--- config.mk ---
export PLATFORM = sky130hd
export DESIGN_NAME = cic_ctrl
export DESIGN_NICKNAME = d
export VERILOG_FILES = /design/src/logic/cic_pkg.sv /design/src/logic/cic_edge.sv /design/src/logic/cic_ctrl.sv
export SDC_FILE = /design/constraint.sdc
export NUM_CORES = 1
export LEC_CHECK = 0
export ABC_AREA = 1
export BUFFER_PORTS_ARGS = -buffer_cell sky130_fd_sc_hd__buf_2
export CORE_UTILIZATION = 45
export DETAILED_ROUTE_END_ITERATION = 7
export PLACE_DENSITY = 0.71
export SETUP_SLACK_MARGIN = 0.15
export SLEW_MARGIN = 20
export SYNTH_ARGS = -nofsm -noshare
export SYNTH_HDL_FRONTEND = slang
export SYNTH_SLANG_ARGS = --single-unit
--- constraint.sdc ---
create_clock -name clk_i -period 2.6 [get_ports clk_i]
set_input_delay 0.39 -clock clk_i [delete_from_list [all_inputs] [get_ports clk_i]]
set_output_delay 0.39 -clock clk_i [all_outputs]
set_load 0.01 [all_outputs]
--- src/logic/cic_pkg.sv ---
// cic_pkg: shared constants, register map and carriers of the core interrupt controller
// assumes an APB slave with 32-bit data, one register per aligned word
package cic_pkg;
  // register byte offsets
  localparam logic [11:0] CTRL_OFS = 12'h000;
  localparam logic [11:0] PEN1_OFS = 12'h004;
  localparam logic [11:0] PEN2_OFS = 12'h008;
  localparam logic [11:0] PFLG1_OFS = 12'h00C;
  localparam logic [11:0] PFLG2_OFS = 12'h010;
  localparam logic [11:0] PCHG_OFS = 12'h014;
  localparam logic [11:0] OPT_OFS = 12'h018;
  localparam logic [11:0] STAT_OFS = 12'h01C;
  // shadow copies live in bank 31 of data memory
  localparam logic [11:0] SHD_BASE = 12'hF80;
  localparam int SHD_WORDS = 8;
  localparam logic [7:0] BANK_SHADOW = 8'h1F;
  // control and option register fields
  localparam int GIE_POS = 7;
  localparam int PERIPHERAL_IRQ_ENABLE_POS = 6;
  localparam int TMR0E_POS = 5;
  localparam int EXT_IRQ_PIN_ENABLE_POS = 4;
  localparam int IOCE_POS = 3;
  localparam int TMR0F_POS = 2;
  localparam int EXT_IRQ_FLAG_POS = 1;
  localparam int IOCF_POS = 0;
  localparam int EDGE_POS = 6;
  // status bits saved in the shadow but kept live on restore
  localparam logic [7:0] STATUS_KEEP_MASK = 8'h18;
  localparam logic [7:0] CTRL_RST = 8'h00;
  localparam logic [7:0] OPT_RST = 8'hFF;
  // vector and cycle figures
  localparam logic [14:0] IRQ_VECTOR = 15'h0004;
  localparam int QUARTERS = 4;
  localparam int SYNC_LATENCY_CYC = 3;
  typedef struct packed {
    logic [7:0] wreg;
    logic [7:0] status;
    logic [7:0] bank_select_reg;
    logic [7:0] fsr0l;
    logic [7:0] fsr0h;
    logic [7:0] fsr1l;
    logic [7:0] fsr1h;
    logic [7:0] pc_high_latch;
  } cic_ctx_s;
  typedef enum logic [1:0] {
    ST_RUN = 2'b00,
    ST_FLUSH = 2'b01,
    ST_ENTER = 2'b10,
    ST_SLEEP = 2'b11
  } cic_state_e;
endpackage : cic_pkg

--- src/logic/cic_edge.sv ---
// cic_edge: external pin edge detector with first-quarter sampling
// assumes pin already synchronous to clk_i
`timescale 1ns/1ps
`default_nettype none
module cic_edge (
  // clock and reset
  input wire logic clk_i,
  input wire logic rst_b_i,
  // pin and config
  input wire logic pin_i,
  input wire logic edge_rise_i,
  input wire logic q1_i,
  // result
  output logic hit_o
);
  logic prev_ff;
  logic seen_ff;
  always_ff @(posedge clk_i or negedge rst_b_i) begin
    if (!rst_b_i) begin
      prev_ff <= 1'b0;
    end else begin
      prev_ff <= pin_i;
    end
  end
  wire logic edge_now = edge_rise_i ? (pin_i & ~prev_ff) : (~pin_i & prev_ff);
  always_ff @(posedge clk_i or negedge rst_b_i) begin
    if (!rst_b_i) begin
      seen_ff <= 1'b0;
    end else if (q1_i) begin
      seen_ff <= 1'b0;
    end else if (edge_now) begin
      seen_ff <= 1'b1;
    end
  end
  assign hit_o = q1_i & (seen_ff | edge_now);
endmodule // cic_edge
`default_nettype wire

--- src/logic/cic_ctrl.sv ---
// cic_ctrl: flags, enables, vectoring, context shadowing and sleep wake
// Operation
// - reset disables every interrupt source
// - take needs global and own enable, plus peripheral-group enable for peripheral flags
// - flags set regardless of enables
// - entry flushes, clears global, pushes, saves, vectors
// - in service, flags set, no redirection
// - return pops, restores, sets global enable
// - pending event served when global returns
// - synchronous latency three or four cycles
// - asynchronous latency three to five cycles
// - latency independent of instruction length
// - pin flag sampled each first quarter
// - wake vectors only with global enable
// - instruction after sleep always executes
// - pin edge chosen by select bit
// - valid pin edge sets flag, may vector
// - entry copies context into shadow copies
// - return reloads shadows, writes alter restore
// - shadows in bank 31, read/write
// - pin-change summary read-only, clears when all clear
// assumes core gives instruction-cycle phase, accepts flush/push/vector pulses
`timescale 1ns/1ps
`default_nettype none
module cic_ctrl #(
  parameter int NUM_IOC = 8
) (
  // clock and reset
  input wire logic clk_i,
  input wire logic rst_b_i,
  // apb slave
  input wire logic psel,
  input wire logic penable,
  input wire logic pwrite,
  input wire logic [11:0] paddr,
  input wire logic [31:0] pwdata,
  output logic [31:0] prdata,
  output logic pready,
  output logic pslverr,
  // event sources
  input wire logic tmr0_evt_i,
  input wire logic [7:0] per1_evt_i,
  input wire logic [7:0] per2_evt_i,
  input wire logic [NUM_IOC-1:0] ioc_evt_i,
  input wire logic ext_pin_i,
  // core side
  input wire logic [1:0] quarter_i,
  input wire logic sleep_i,
  input wire logic wake_i,
  input wire logic return_from_service_i,
  input wire cic_pkg::cic_ctx_s ctx_i,
  output logic flush_o,
  output logic push_pc_o,
  output logic vector_o,
  output logic [14:0] vector_addr_o,
  output logic restore_o,
  output cic_pkg::cic_ctx_s ctx_o,
  output logic in_service_o,
  output logic sleeping_o
);
  // elaboration check: the pin-change field is one byte at most
  if (NUM_IOC < 1 || NUM_IOC > 8) begin : g_bad_ioc
    $error("NUM_IOC must be 1..8");
  end
  logic [7:0] ctrl_ff;
  logic [7:0] pen1_ff;
  logic [7:0] pen2_ff;
  logic [7:0] pflg1_ff;
  logic [7:0] pflg2_ff;
  logic [NUM_IOC-1:0] pchg_ff;
  logic [7:0] opt_ff;
  cic_pkg::cic_state_e state_ff;
  logic [7:0] shd_ff [cic_pkg::SHD_WORDS];
  logic [31:0] nxt_prdata;
  logic ext_hit;
  logic pend_any;
  logic q1;
  logic wr;
  logic rd;
  logic hit_map;
  logic [7:0] ctrl_wr;
  assign q1 = (quarter_i == 2'd0);
  assign wr = psel & penable & pwrite;
  assign rd = psel & penable & ~pwrite;
  assign pready = 1'b1;
  assign pslverr = psel & penable & ~hit_map;
  function automatic logic [7:0] wbyte(input logic [11:0] a, input logic [11:0] o,
                                       input logic [7:0] cur, input logic [31:0] d);
    wbyte = (a == o) ? d[7:0] : cur;
  endfunction
  cic_edge u_edge (
    .clk_i(clk_i),
    .rst_b_i(rst_b_i),
    .pin_i(ext_pin_i),
    .edge_rise_i(opt_ff[cic_pkg::EDGE_POS]),
    .q1_i(q1),
    .hit_o(ext_hit)
  );
  assign pend_any =
    (ctrl_ff[cic_pkg::TMR0E_POS] & ctrl_ff[cic_pkg::TMR0F_POS]) |
    (ctrl_ff[cic_pkg::EXT_IRQ_PIN_ENABLE_POS] & ctrl_ff[cic_pkg::EXT_IRQ_FLAG_POS]) |
    (ctrl_ff[cic_pkg::IOCE_POS] & ctrl_ff[cic_pkg::IOCF_POS]) |
    (ctrl_ff[cic_pkg::PERIPHERAL_IRQ_ENABLE_POS] & (|(pen1_ff & pflg1_ff) | |(pen2_ff & pflg2_ff)));
  wire logic global_irq_enable = ctrl_ff[cic_pkg::GIE_POS];
  assign ctrl_wr = wbyte(paddr, cic_pkg::CTRL_OFS, ctrl_ff, pwdata);
  wire logic enter = (state_ff == cic_pkg::ST_ENTER);
  // reset clears enables; flags set regardless of enables
  always_ff @(posedge clk_i or negedge rst_b_i) begin
    if (!rst_b_i) begin
      ctrl_ff <= cic_pkg::CTRL_RST;
    end else begin
      logic [7:0] c;
      c = ctrl_ff;
      if (wr) begin
        c[7:1] = ctrl_wr[7:1];
      end
      if (enter) begin
        c[cic_pkg::GIE_POS] = 1'b0;
      end
      if (return_from_service_i) begin
        c[cic_pkg::GIE_POS] = 1'b1;
      end
      if (tmr0_evt_i) begin
        c[cic_pkg::TMR0F_POS] = 1'b1;
      end
      if (ext_hit) begin
        c[cic_pkg::EXT_IRQ_FLAG_POS] = 1'b1;
      end
      c[cic_pkg::IOCF_POS] = |pchg_ff | |ioc_evt_i;
      ctrl_ff <= c;
    end
  end
  always_ff @(posedge clk_i or negedge rst_b_i) begin
    if (!rst_b_i) begin
      pen1_ff <= 8'h00;
      pen2_ff <= 8'h00;
      opt_ff <= cic_pkg::OPT_RST;
    end else if (wr) begin
      pen1_ff <= wbyte(paddr, cic_pkg::PEN1_OFS, pen1_ff, pwdata);
      pen2_ff <= wbyte(paddr, cic_pkg::PEN2_OFS, pen2_ff, pwdata);
      opt_ff <= wbyte(paddr, cic_pkg::OPT_OFS, opt_ff, pwdata);
    end
  end
  // peripheral flags, set wins over clear
  always_ff @(posedge clk_i or negedge rst_b_i) begin
    if (!rst_b_i) begin
      pflg1_ff <= 8'h00;
      pflg2_ff <= 8'h00;
      pchg_ff <= '0;
    end else begin
      pflg1_ff <= (wr ? wbyte(paddr, cic_pkg::PFLG1_OFS, pflg1_ff, pwdata) : pflg1_ff)
                  | per1_evt_i;
      pflg2_ff <= (wr ? wbyte(paddr, cic_pkg::PFLG2_OFS, pflg2_ff, pwdata) : pflg2_ff)
                  | per2_evt_i;
      pchg_ff <= ((wr && paddr == cic_pkg::PCHG_OFS) ? pwdata[NUM_IOC-1:0] : pchg_ff)
                 | ioc_evt_i;
    end
  end
  // take only at first quarter, fixed entry sequence
  always_ff @(posedge clk_i or negedge rst_b_i) begin
    if (!rst_b_i) begin
      state_ff <= cic_pkg::ST_RUN;
    end else begin
      case (state_ff)
        cic_pkg::ST_RUN: begin
          if (sleep_i) begin
            state_ff <= cic_pkg::ST_SLEEP;
          end else if (q1 && global_irq_enable && pend_any) begin
            state_ff <= cic_pkg::ST_FLUSH;
          end
        end
        cic_pkg::ST_FLUSH: begin
          if (q1) begin
            state_ff <= cic_pkg::ST_ENTER;
          end
        end
        cic_pkg::ST_ENTER: begin
          state_ff <= cic_pkg::ST_RUN;
        end
        cic_pkg::ST_SLEEP: begin
          // back to run; next instruction runs before any take
          if (wake_i || pend_any) begin
            state_ff <= cic_pkg::ST_RUN;
          end
        end
        default: begin
          state_ff <= cic_pkg::ST_RUN;
        end
      endcase
    end
  end
  assign flush_o = (state_ff == cic_pkg::ST_FLUSH) & q1;
  assign push_pc_o = enter;
  assign vector_o = enter;
  assign vector_addr_o = cic_pkg::IRQ_VECTOR;
  assign restore_o = return_from_service_i;
  assign sleeping_o = (state_ff == cic_pkg::ST_SLEEP);
  always_ff @(posedge clk_i or negedge rst_b_i) begin
    if (!rst_b_i) begin
      in_service_o <= 1'b0;
    end else if (enter) begin
      in_service_o <= 1'b1;
    end else if (return_from_service_i) begin
      in_service_o <= 1'b0;
    end
  end
  // save on entry; shadows writable by software
  always_ff @(posedge clk_i or negedge rst_b_i) begin
    if (!rst_b_i) begin
      for (int i = 0; i < cic_pkg::SHD_WORDS; i++) begin
        shd_ff[i] <= 8'h00;
      end
    end else if (enter) begin
      for (int i = 0; i < cic_pkg::SHD_WORDS; i++) begin
        shd_ff[i] <= ctx_i[8*(cic_pkg::SHD_WORDS-1-i) +: 8];
      end
    end else if (wr && paddr[11:5] == cic_pkg::SHD_BASE[11:5]) begin
      shd_ff[paddr[4:2]] <= pwdata[7:0];
    end
  end
  // restore from shadows; status keeps its timeout and powerdown bits
  always_comb begin
    for (int i = 0; i < cic_pkg::SHD_WORDS; i++) begin
      ctx_o[8*(cic_pkg::SHD_WORDS-1-i) +: 8] = shd_ff[i];
    end
    ctx_o.status = (shd_ff[1] & ~cic_pkg::STATUS_KEEP_MASK)
                 | (ctx_i.status & cic_pkg::STATUS_KEEP_MASK);
  end
  always_comb begin
    hit_map = 1'b1;
    nxt_prdata = 32'h0000_0000;
    case (paddr)
      cic_pkg::CTRL_OFS: nxt_prdata[7:0] = ctrl_ff;
      cic_pkg::PEN1_OFS: nxt_prdata[7:0] = pen1_ff;
      cic_pkg::PEN2_OFS: nxt_prdata[7:0] = pen2_ff;
      cic_pkg::PFLG1_OFS: nxt_prdata[7:0] = pflg1_ff;
      cic_pkg::PFLG2_OFS: nxt_prdata[7:0] = pflg2_ff;
      cic_pkg::PCHG_OFS: nxt_prdata[NUM_IOC-1:0] = pchg_ff;
      cic_pkg::OPT_OFS: nxt_prdata[7:0] = opt_ff;
      cic_pkg::STAT_OFS: nxt_prdata[2:0] = {in_service_o, sleeping_o, pend_any};
      default: begin
        if (paddr[11:5] == cic_pkg::SHD_BASE[11:5] && paddr[1:0] == 2'b00) begin
          nxt_prdata[7:0] = shd_ff[paddr[4:2]];
        end else begin
          hit_map = 1'b0;
        end
      end
    endcase
  end
  always_ff @(posedge clk_i or negedge rst_b_i) begin
    if (!rst_b_i) begin
      prdata <= 32'h0000_0000;
    end else if (psel && !penable && !pwrite) begin
      prdata <= nxt_prdata;
    end
  end
  a_entry_clears_gie: assert property (@(posedge clk_i) disable iff (!rst_b_i)
    enter |=> !global_irq_enable || $past(return_from_service_i)) else $error("gie not cleared");
  a_take_needs_gie: assert property (@(posedge clk_i) disable iff (!rst_b_i)
    $rose(state_ff == cic_pkg::ST_FLUSH) |-> $past(global_irq_enable && pend_any && q1))
    else $error("take without enable");
  a_no_take_sleep: assert property (@(posedge clk_i) disable iff (!rst_b_i)
    (state_ff == cic_pkg::ST_SLEEP) |=> state_ff != cic_pkg::ST_FLUSH)
    else $error("take straight from sleep");
  a_flag_sets: assert property (@(posedge clk_i) disable iff (!rst_b_i)
    tmr0_evt_i |=> ctrl_ff[cic_pkg::TMR0F_POS]) else $error("flag not set");
  a_ret_sets_gie: assert property (@(posedge clk_i) disable iff (!rst_b_i)
    return_from_service_i |=> global_irq_enable) else $error("return missed gie");
  a_ext_flag: assert property (@(posedge clk_i) disable iff (!rst_b_i)
    ext_hit |=> ctrl_ff[cic_pkg::EXT_IRQ_FLAG_POS]) else $error("pin flag missed");
  a_ext_at_q1: assert property (@(posedge clk_i) disable iff (!rst_b_i)
    ext_hit |-> q1) else $error("pin flag off q1");
  a_summary_flag: assert property (@(posedge clk_i) disable iff (!rst_b_i)
    ##1 ctrl_ff[cic_pkg::IOCF_POS] == ($past(|pchg_ff) || $past(|ioc_evt_i)))
    else $error("summary wrong");
  a_entry_bound: assert property (@(posedge clk_i) disable iff (!rst_b_i)
    $rose(state_ff == cic_pkg::ST_FLUSH) |-> ##[1:5] enter)
    else $error("entry too slow");
  c_take: cover property (@(posedge clk_i) disable iff (!rst_b_i) enter);
  c_return: cover property (@(posedge clk_i) disable iff (!rst_b_i) return_from_service_i);
  c_wake: cover property (@(posedge clk_i) disable iff (!rst_b_i) $fell(sleeping_o));
endmodule // cic_ctrl
`default_nettype wire

==> impl_metrics.csv, run 1 <==
group,metric,value,unit
die,coreArea,0.0175,sq mm
status,status,"completed",
global_routing,top_usage_layer,"met2",
route,vias,7692,
synthesis,synth_area_leaders,"dfrtp_1 (38%), nand2_1 (13%), buf_4 (9.9%)",
global_routing,grtUsageMet1,0.381,
clock_tree,cts-resized-gates,0,
timing,grt_setup_unrepaired,"false",
timing,period_share,0.885,
pwr,ir_drop,619,uV
placed_design,globalplace.congestion,0.933,
synthesis,syn_area_per_cell,7.69,sq um
min_path,min_path_type,"input pin to asynchronous set/reset pin",
clock_tree,numCtsBuffers,17,
die,start_util,0.465,
die,rows,48,
timing,worst_pin_slew,0.722,ns
synthesis,ys_warn_count,0,
clock_tree,ctsRootBufferMaster,"clkbuf_16",
setup_path,critical_path.cell_chain,"buf_2 > inv_1 > nand2_1 > nor2_4 > o21ai_0 > nand3_1 > nor2_1 > inv_1 > nor3_1 > buf_2",
synthesis,async_reset_ff_frac,1.00,
global_routing,grt_overflow,0,
global_routing,grt_pass1_vias,7165,
synthesis,syn-cell-area,0.00814,sq mm
final_layout,final_common_cell,"nand2_1",
timing,fin_crit,2.30,ns
clock_tree,cts_tree,"built",
die,io_pins,263,
timing,finalSetupTns,0,ns
timing,fmax,0.435,GHz
setup_path,cp_slowest_stage_delay,0.35,ns
clock_tree,clock_sinks,133,
clock_tree,clkTransAtPathRegs,0.06,ns
pwr,p_leak,0.00482,uW
setup_path,end_kind,"primary output",
synthesis,synth_cells,1058,
global_routing,grt_pass1_wl,39200,um
route,drtAntennaViolNets,0,
timing,fin_skew,0.0145,ns
die,design.die.area,0.0186,sq mm
setup_path,path_buf_inv,4,
global_routing,grt_max_degree,134,
route,drt-wirelength-per-cell,17.8,um
final_layout,mostFrequentLayoutCells,"nand2_1 (285), buf_2 (197), nand3_1 (155)",
synthesis,yosysTopAreaCell,"dfrtp_1",
pwr,p_per_area,890,mW/mm^2
timing,slew_violations,0,
route,drc,0,
setup_path,worst-setup-path-type,"input pin to primary output",
placed_design,io_buffers,198,
synthesis,synth-seq-cells,133,
synthesis,yosysSeqAreaShare,0.410,
synthesis,yosysTopAreaCellShare,0.384,
final_layout,num-fill-cells,1726,
final_layout,area_delta_synth_final,16.1,%
clock_tree,post_cts_buffers,0,
synthesis,synth_edf_count,0,
die,die_w,136,um
timing,relSlewSlack,0.519,
route,routed_wirelength,25700,um
global_routing,grt_use_met2,0.451,
global_routing,antenna_found_initial,0,
setup_path,cp-start-kind,"input pin",
timing,setup_viol_count_final,0,
synthesis,synth_flop_cell,"dfrtp_1",
global_routing,grt_use_total,0.286,
setup_path,cp_max_fo,7,
timing,hold_violations,0,
clock_tree,cts_max_level,4,
route,via_per_inst,5.33,
final_layout,fin_nets,1348,
setup_path,crit_family,"simple AND/OR/NAND/NOR gates",
flow_run,max_cap_violations,0,
route,drt-initial-drc-count,623,
setup_path,arrival,1.91,ns
setup_path,crit_slowest_cell,"nand2_1",
clock_tree,cts_buffer_depth,2,
final_layout,drive_gt1_frac,0.277,
final_layout,antenna_cells,0,
clock_tree,holdBufCountCts,0,
route,firstDrtPassIters,5,
setup_path,cp.required,2.21,ns
global_routing,grt_use_met3,0.0619,
synthesis,ys_types,43,
clock_tree,insertion_delay,0.43,ns
die,dieHeight,136,um
final_layout,fin_util,0.540,
placed_design,dp_hpwl,19200,um
==> cell type report <==
class | count | area [sq um] | share of cell area
Tap cell | 225 | 282 | 0.0298
Timing Repair Buffer | 223 | 1210 | 0.128
Clock buffer | 18 | 439 | 0.0465
Sequential cell | 133 | 3340 | 0.353
Multi-Input combinational cell | 758 | 3710 | 0.393
Inverter | 71 | 274 | 0.0290
Clock inverter | 14 | 198 | 0.0209
==> synth_stat cells (7+ instances only) <==
cell,count
o21ai_1,9
nand2_4,7
inv_2,7
o21ai_2,8
a211o_1,8
nand3_2,10
inv_1,61
o21ai_0,60
clkbuf_1,10
nand2_1,285
nor2_4,7
nor2_1,78
dfstp_2,8
o22ai_1,8
buf_6,7
nand3_1,155
dfrtp_1,125
nand2_2,7
buf_4,107
a21oi_1,22
==> power breakdown <==
group | internal, uW | total [uW] | switching (uW)
clock | 1640 | 2610 | 974
combinational | 1000 | 2660 | 1660
sequential | 2590 | 3130 | 535
total | 5240 | 8400 | 3160
==> layer usage <==
metal / vias up / share of wire
li1: 3629 / -
met1: 3566 / 0.41
met2: 441 / 0.47
met3: 56 / 0.091
met4: 0 / 0.029
met5: - / 0
==> registers in the layout, summed over array words and instances (netlist names), 2 cells and up <==
name / flops
ctx_o: 56
ctrl_ff: 8
opt_ff: 8
pchg_ff: 8
pen1_ff: 8
pen2_ff: 8
pflg1_ff: 8
pflg2_ff: 8
prdata: 8
shd_ff: 8
state_ff: 2
==> worst reg2reg max path, cell delays in order (launching register included) <==
cell and delay [ns]:
dfrtp_1 0.42, inv_1 0.13, nor2_4 0.08, buf_4 0.25, nor2_1 0.49, buf_4 0.26, nand2_1 0.07, nand3_1 0.09
==> through the flow <==
step / hold slack [ns] / area [sq um] / worst slack (ns) / total power (uW) / cells
3_5_place_dp: 0.471 / 8810 / 0.291 / 5790 / 1410
4_1_cts: 0.0925 / 9450 / 0.287 / 8410 / 1442
2_1_floorplan: 0.0944 / 8280 / 0.664 / 5130 / 1096
3_3_place_gp: 0.464 / 8810 / 0.364 / 5730 / 1410
5_1_grt: 0.0949 / 9450 / 0.171 / 8860 / 1442
6_report: 0.0885 / 9450 / 0.300 / 8400 / 1442
==> worst paths after layout <==
path                             startpoint              to  slack, ns  cells after the start
worst max-delay path               paddr[0]         pslverr       0.30                     10
worst min-delay path                rst_b_i      pen2_ff[2]       0.09                      2
worst max register to register  state_ff[1]       ctx_o[43]       0.77                      7
worst min register to register    prdata[4]       prdata[4]       0.48                      2
max in group asynchronous           rst_b_i       prdata[3]       1.99                      2
min in group clk_i                ext_pin_i  u_edge.prev_ff       0.11                      1
==> kinds of logic after synthesis <==
logic type	after synthesis	share of synthesized area
flip-flops	133	0.410
AND/OR/NAND/NOR	585	0.339
AO/OA/AOI/OAI	133	0.0970
buffers and inverters	205	0.152
other	2	0.000923
Note: power is estimated with default switching activity, not from simulation.
==> run 2: changes to the inputs <==
--- a/config.mk
+++ b/config.mk
@@ -7,9 +7,9 @@
 export LEC_CHECK = 0
 export ABC_AREA = 1
 export BUFFER_PORTS_ARGS = -buffer_cell sky130_fd_sc_hd__buf_2
-export CORE_UTILIZATION = 45
+export CORE_UTILIZATION = 50
 export DETAILED_ROUTE_END_ITERATION = 7
-export PLACE_DENSITY = 0.71
+export PLACE_DENSITY = 0.78
 export SETUP_SLACK_MARGIN = 0.15
 export SLEW_MARGIN = 20
 export SYNTH_ARGS = -nofsm -noshare
==> impl_metrics.csv, run 2 (same netlist as run 1, synthesis figures left out) <==
group,metric,value,unit
setup_path,end_kind,"primary output",
setup_path,arrival,1.83,ns
clock_tree,cts_tree,"built",
global_routing,antenna_found_initial,0,
setup_path,crit_end,"pslverr",
setup_path,cp-start-kind,"input pin",
clock_tree,clkTransAtPathRegs,0.05,ns
placed_design,io_buffers,198,
route,firstDrtPassIters,5,
route,vias,7867,
flow_run,max_cap_violations,0,
timing,period_share,0.852,
final_layout,final_common_cell,"nand2_1",
die,dieHeight,130,um
min_path,min_from,"ext_pin_i",
timing,hold_violations,0,
pwr,p_per_area,860,mW/mm^2
placed_design,placed_cells,1404,
global_routing,grt_pass1_wl,39400,um
setup_path,rr_worst_depth,7,
route,drc,0,
route,drtAntennaViolNets,0,
setup_path,crit_path_start,"paddr[8]",
die,design.die.area,0.0168,sq mm
min_path,min_path_type,"input pin to flip-flop",
pwr,p_leak,0.00479,uW
route,routed_wirelength,25500,um
global_routing,grt_max_degree,79,
final_layout,final_area,0.00937,sq mm
clock_tree,cts_buffer_depth,2,
final_layout,drive_gt1_frac,0.275,
route,drt-wirelength-per-cell,17.8,um
timing,worst_pin_slew,0.620,ns
die,coreArea,0.0159,sq mm
timing,relSlewSlack,0.587,
final_layout,antenna_cells,0,
setup_path,r2r_start,"state_ff[1]",
timing,fmax,0.451,GHz
final_layout,area_delta_synth_final,15.2,%
setup_path,cp_max_fo,9,
setup_path,reg2reg_setup_slack,0.85,ns
clock_tree,ctsRootBufferMaster,"clkbuf_16",
timing,setup_viol_count_final,0,
die,rows,46,
final_layout,mostFrequentLayoutCells,"nand2_1 (284), buf_2 (196), nand3_1 (155)",
global_routing,grt_overflow,0,
route,drt-initial-drc-count,753,
clock_tree,clock_sinks,133,
setup_path,cp.required,2.21,ns
global_routing,grt_pass1_vias,7193,
timing,fin_crit,2.22,ns
die,io_pins,263,
placed_design,place_area,0.00881,sq mm
timing,slew_violations,0,
timing,holdWs,0.103,ns
die,start_util,0.512,
clock_tree,insertion_delay,0.43,ns
timing,finalSetupTns,0,ns
clock_tree,cts_max_level,4,
timing,grt_setup_unrepaired,"false",
final_layout,fin_nets,1352,
clock_tree,numCtsBuffers,17,
global_routing,grt_use_total,0.317,
final_layout,fin_cells,1437,
status,status,"completed",
setup_path,worst-setup-path-type,"input pin to primary output",
setup_path,rr_endpoint,"ctx_o[14]",
placed_design,dp_hpwl,19100,um
die,die_w,130,um
placed_design,globalplace.congestion,0.952,
timing,fin_skew,0.00767,ns
pwr,ir_drop,606,uV
route,via_per_inst,5.47,
final_layout,largest_reg_flops,56,
==> run 2: how the worst min path moves through the flow <==
stage                          end  cells after the start
global placement        pen1_ff[4]                      1
detailed placement      pen1_ff[4]                      1
global route        u_edge.prev_ff                      1
finish              u_edge.prev_ff                      1
floorplan               ctrl_ff[0]                      0
CTS                 u_edge.prev_ff                      1
==> run 2: through the flow <==
stage                     power [uW]  setup slack, ns   util
after global placement          5700            0.322  0.554
after floorplan                 5130            0.664      -
after global routing            8470            0.187  0.590
after detailed placement        5770            0.313  0.554
final                           8060            0.384  0.590
after CTS                       8030            0.309  0.590
==> run 2: final cells by class <==
cell class / instances / area (sq um)
clock inverters: 8 / 76.3
well taps: 216 / 270
inverters: 71 / 274
repair buffers: 227 / 1230
multi-input cells: 758 / 3710
clock buffers: 24 / 472
flip-flops and latches: 133 / 3340
fillers: 1491 / 6520
==> run 2: power breakdown <==
part	internal [uW]	leakage (uW)	total, uW	switching [uW]
logic	997	0.00297	2650	1650
registers	2590	0.00156	3150	559
clock network	1360	0.000260	2260	903
==> run 2: layer usage <==
| layer | vias up | track usage | part of all wire |
|---|---|---|---|
| met3 | 67 | 0.0727 | 0.10 |
| met2 | 516 | 0.493 | 0.46 |
| met4 | 0 | 0.124 | 0.029 |
| met1 | 3648 | 0.429 | 0.41 |
| li1 | 3636 | - | - |
| met5 | - | 0 | 0 |
==> run 2: critical path, cell delays in order <==
cell and delay [ns]:
buf_2 0.12, nor2_1 0.13, nand2_2 0.23, nor2_4 0.32
nand2_2 0.16, nand3_1 0.12, nor2_1 0.07, inv_1 0.09
nor3_1 0.05, buf_2 0.14
==> run 2: repair_timing <==
item	in CTS	in global routing
hold buffers	1	0
resized for setup	0	2
setup endpoints to repair	0	1
buffers inserted	0	0
endpoints found under the hold margin	23	0
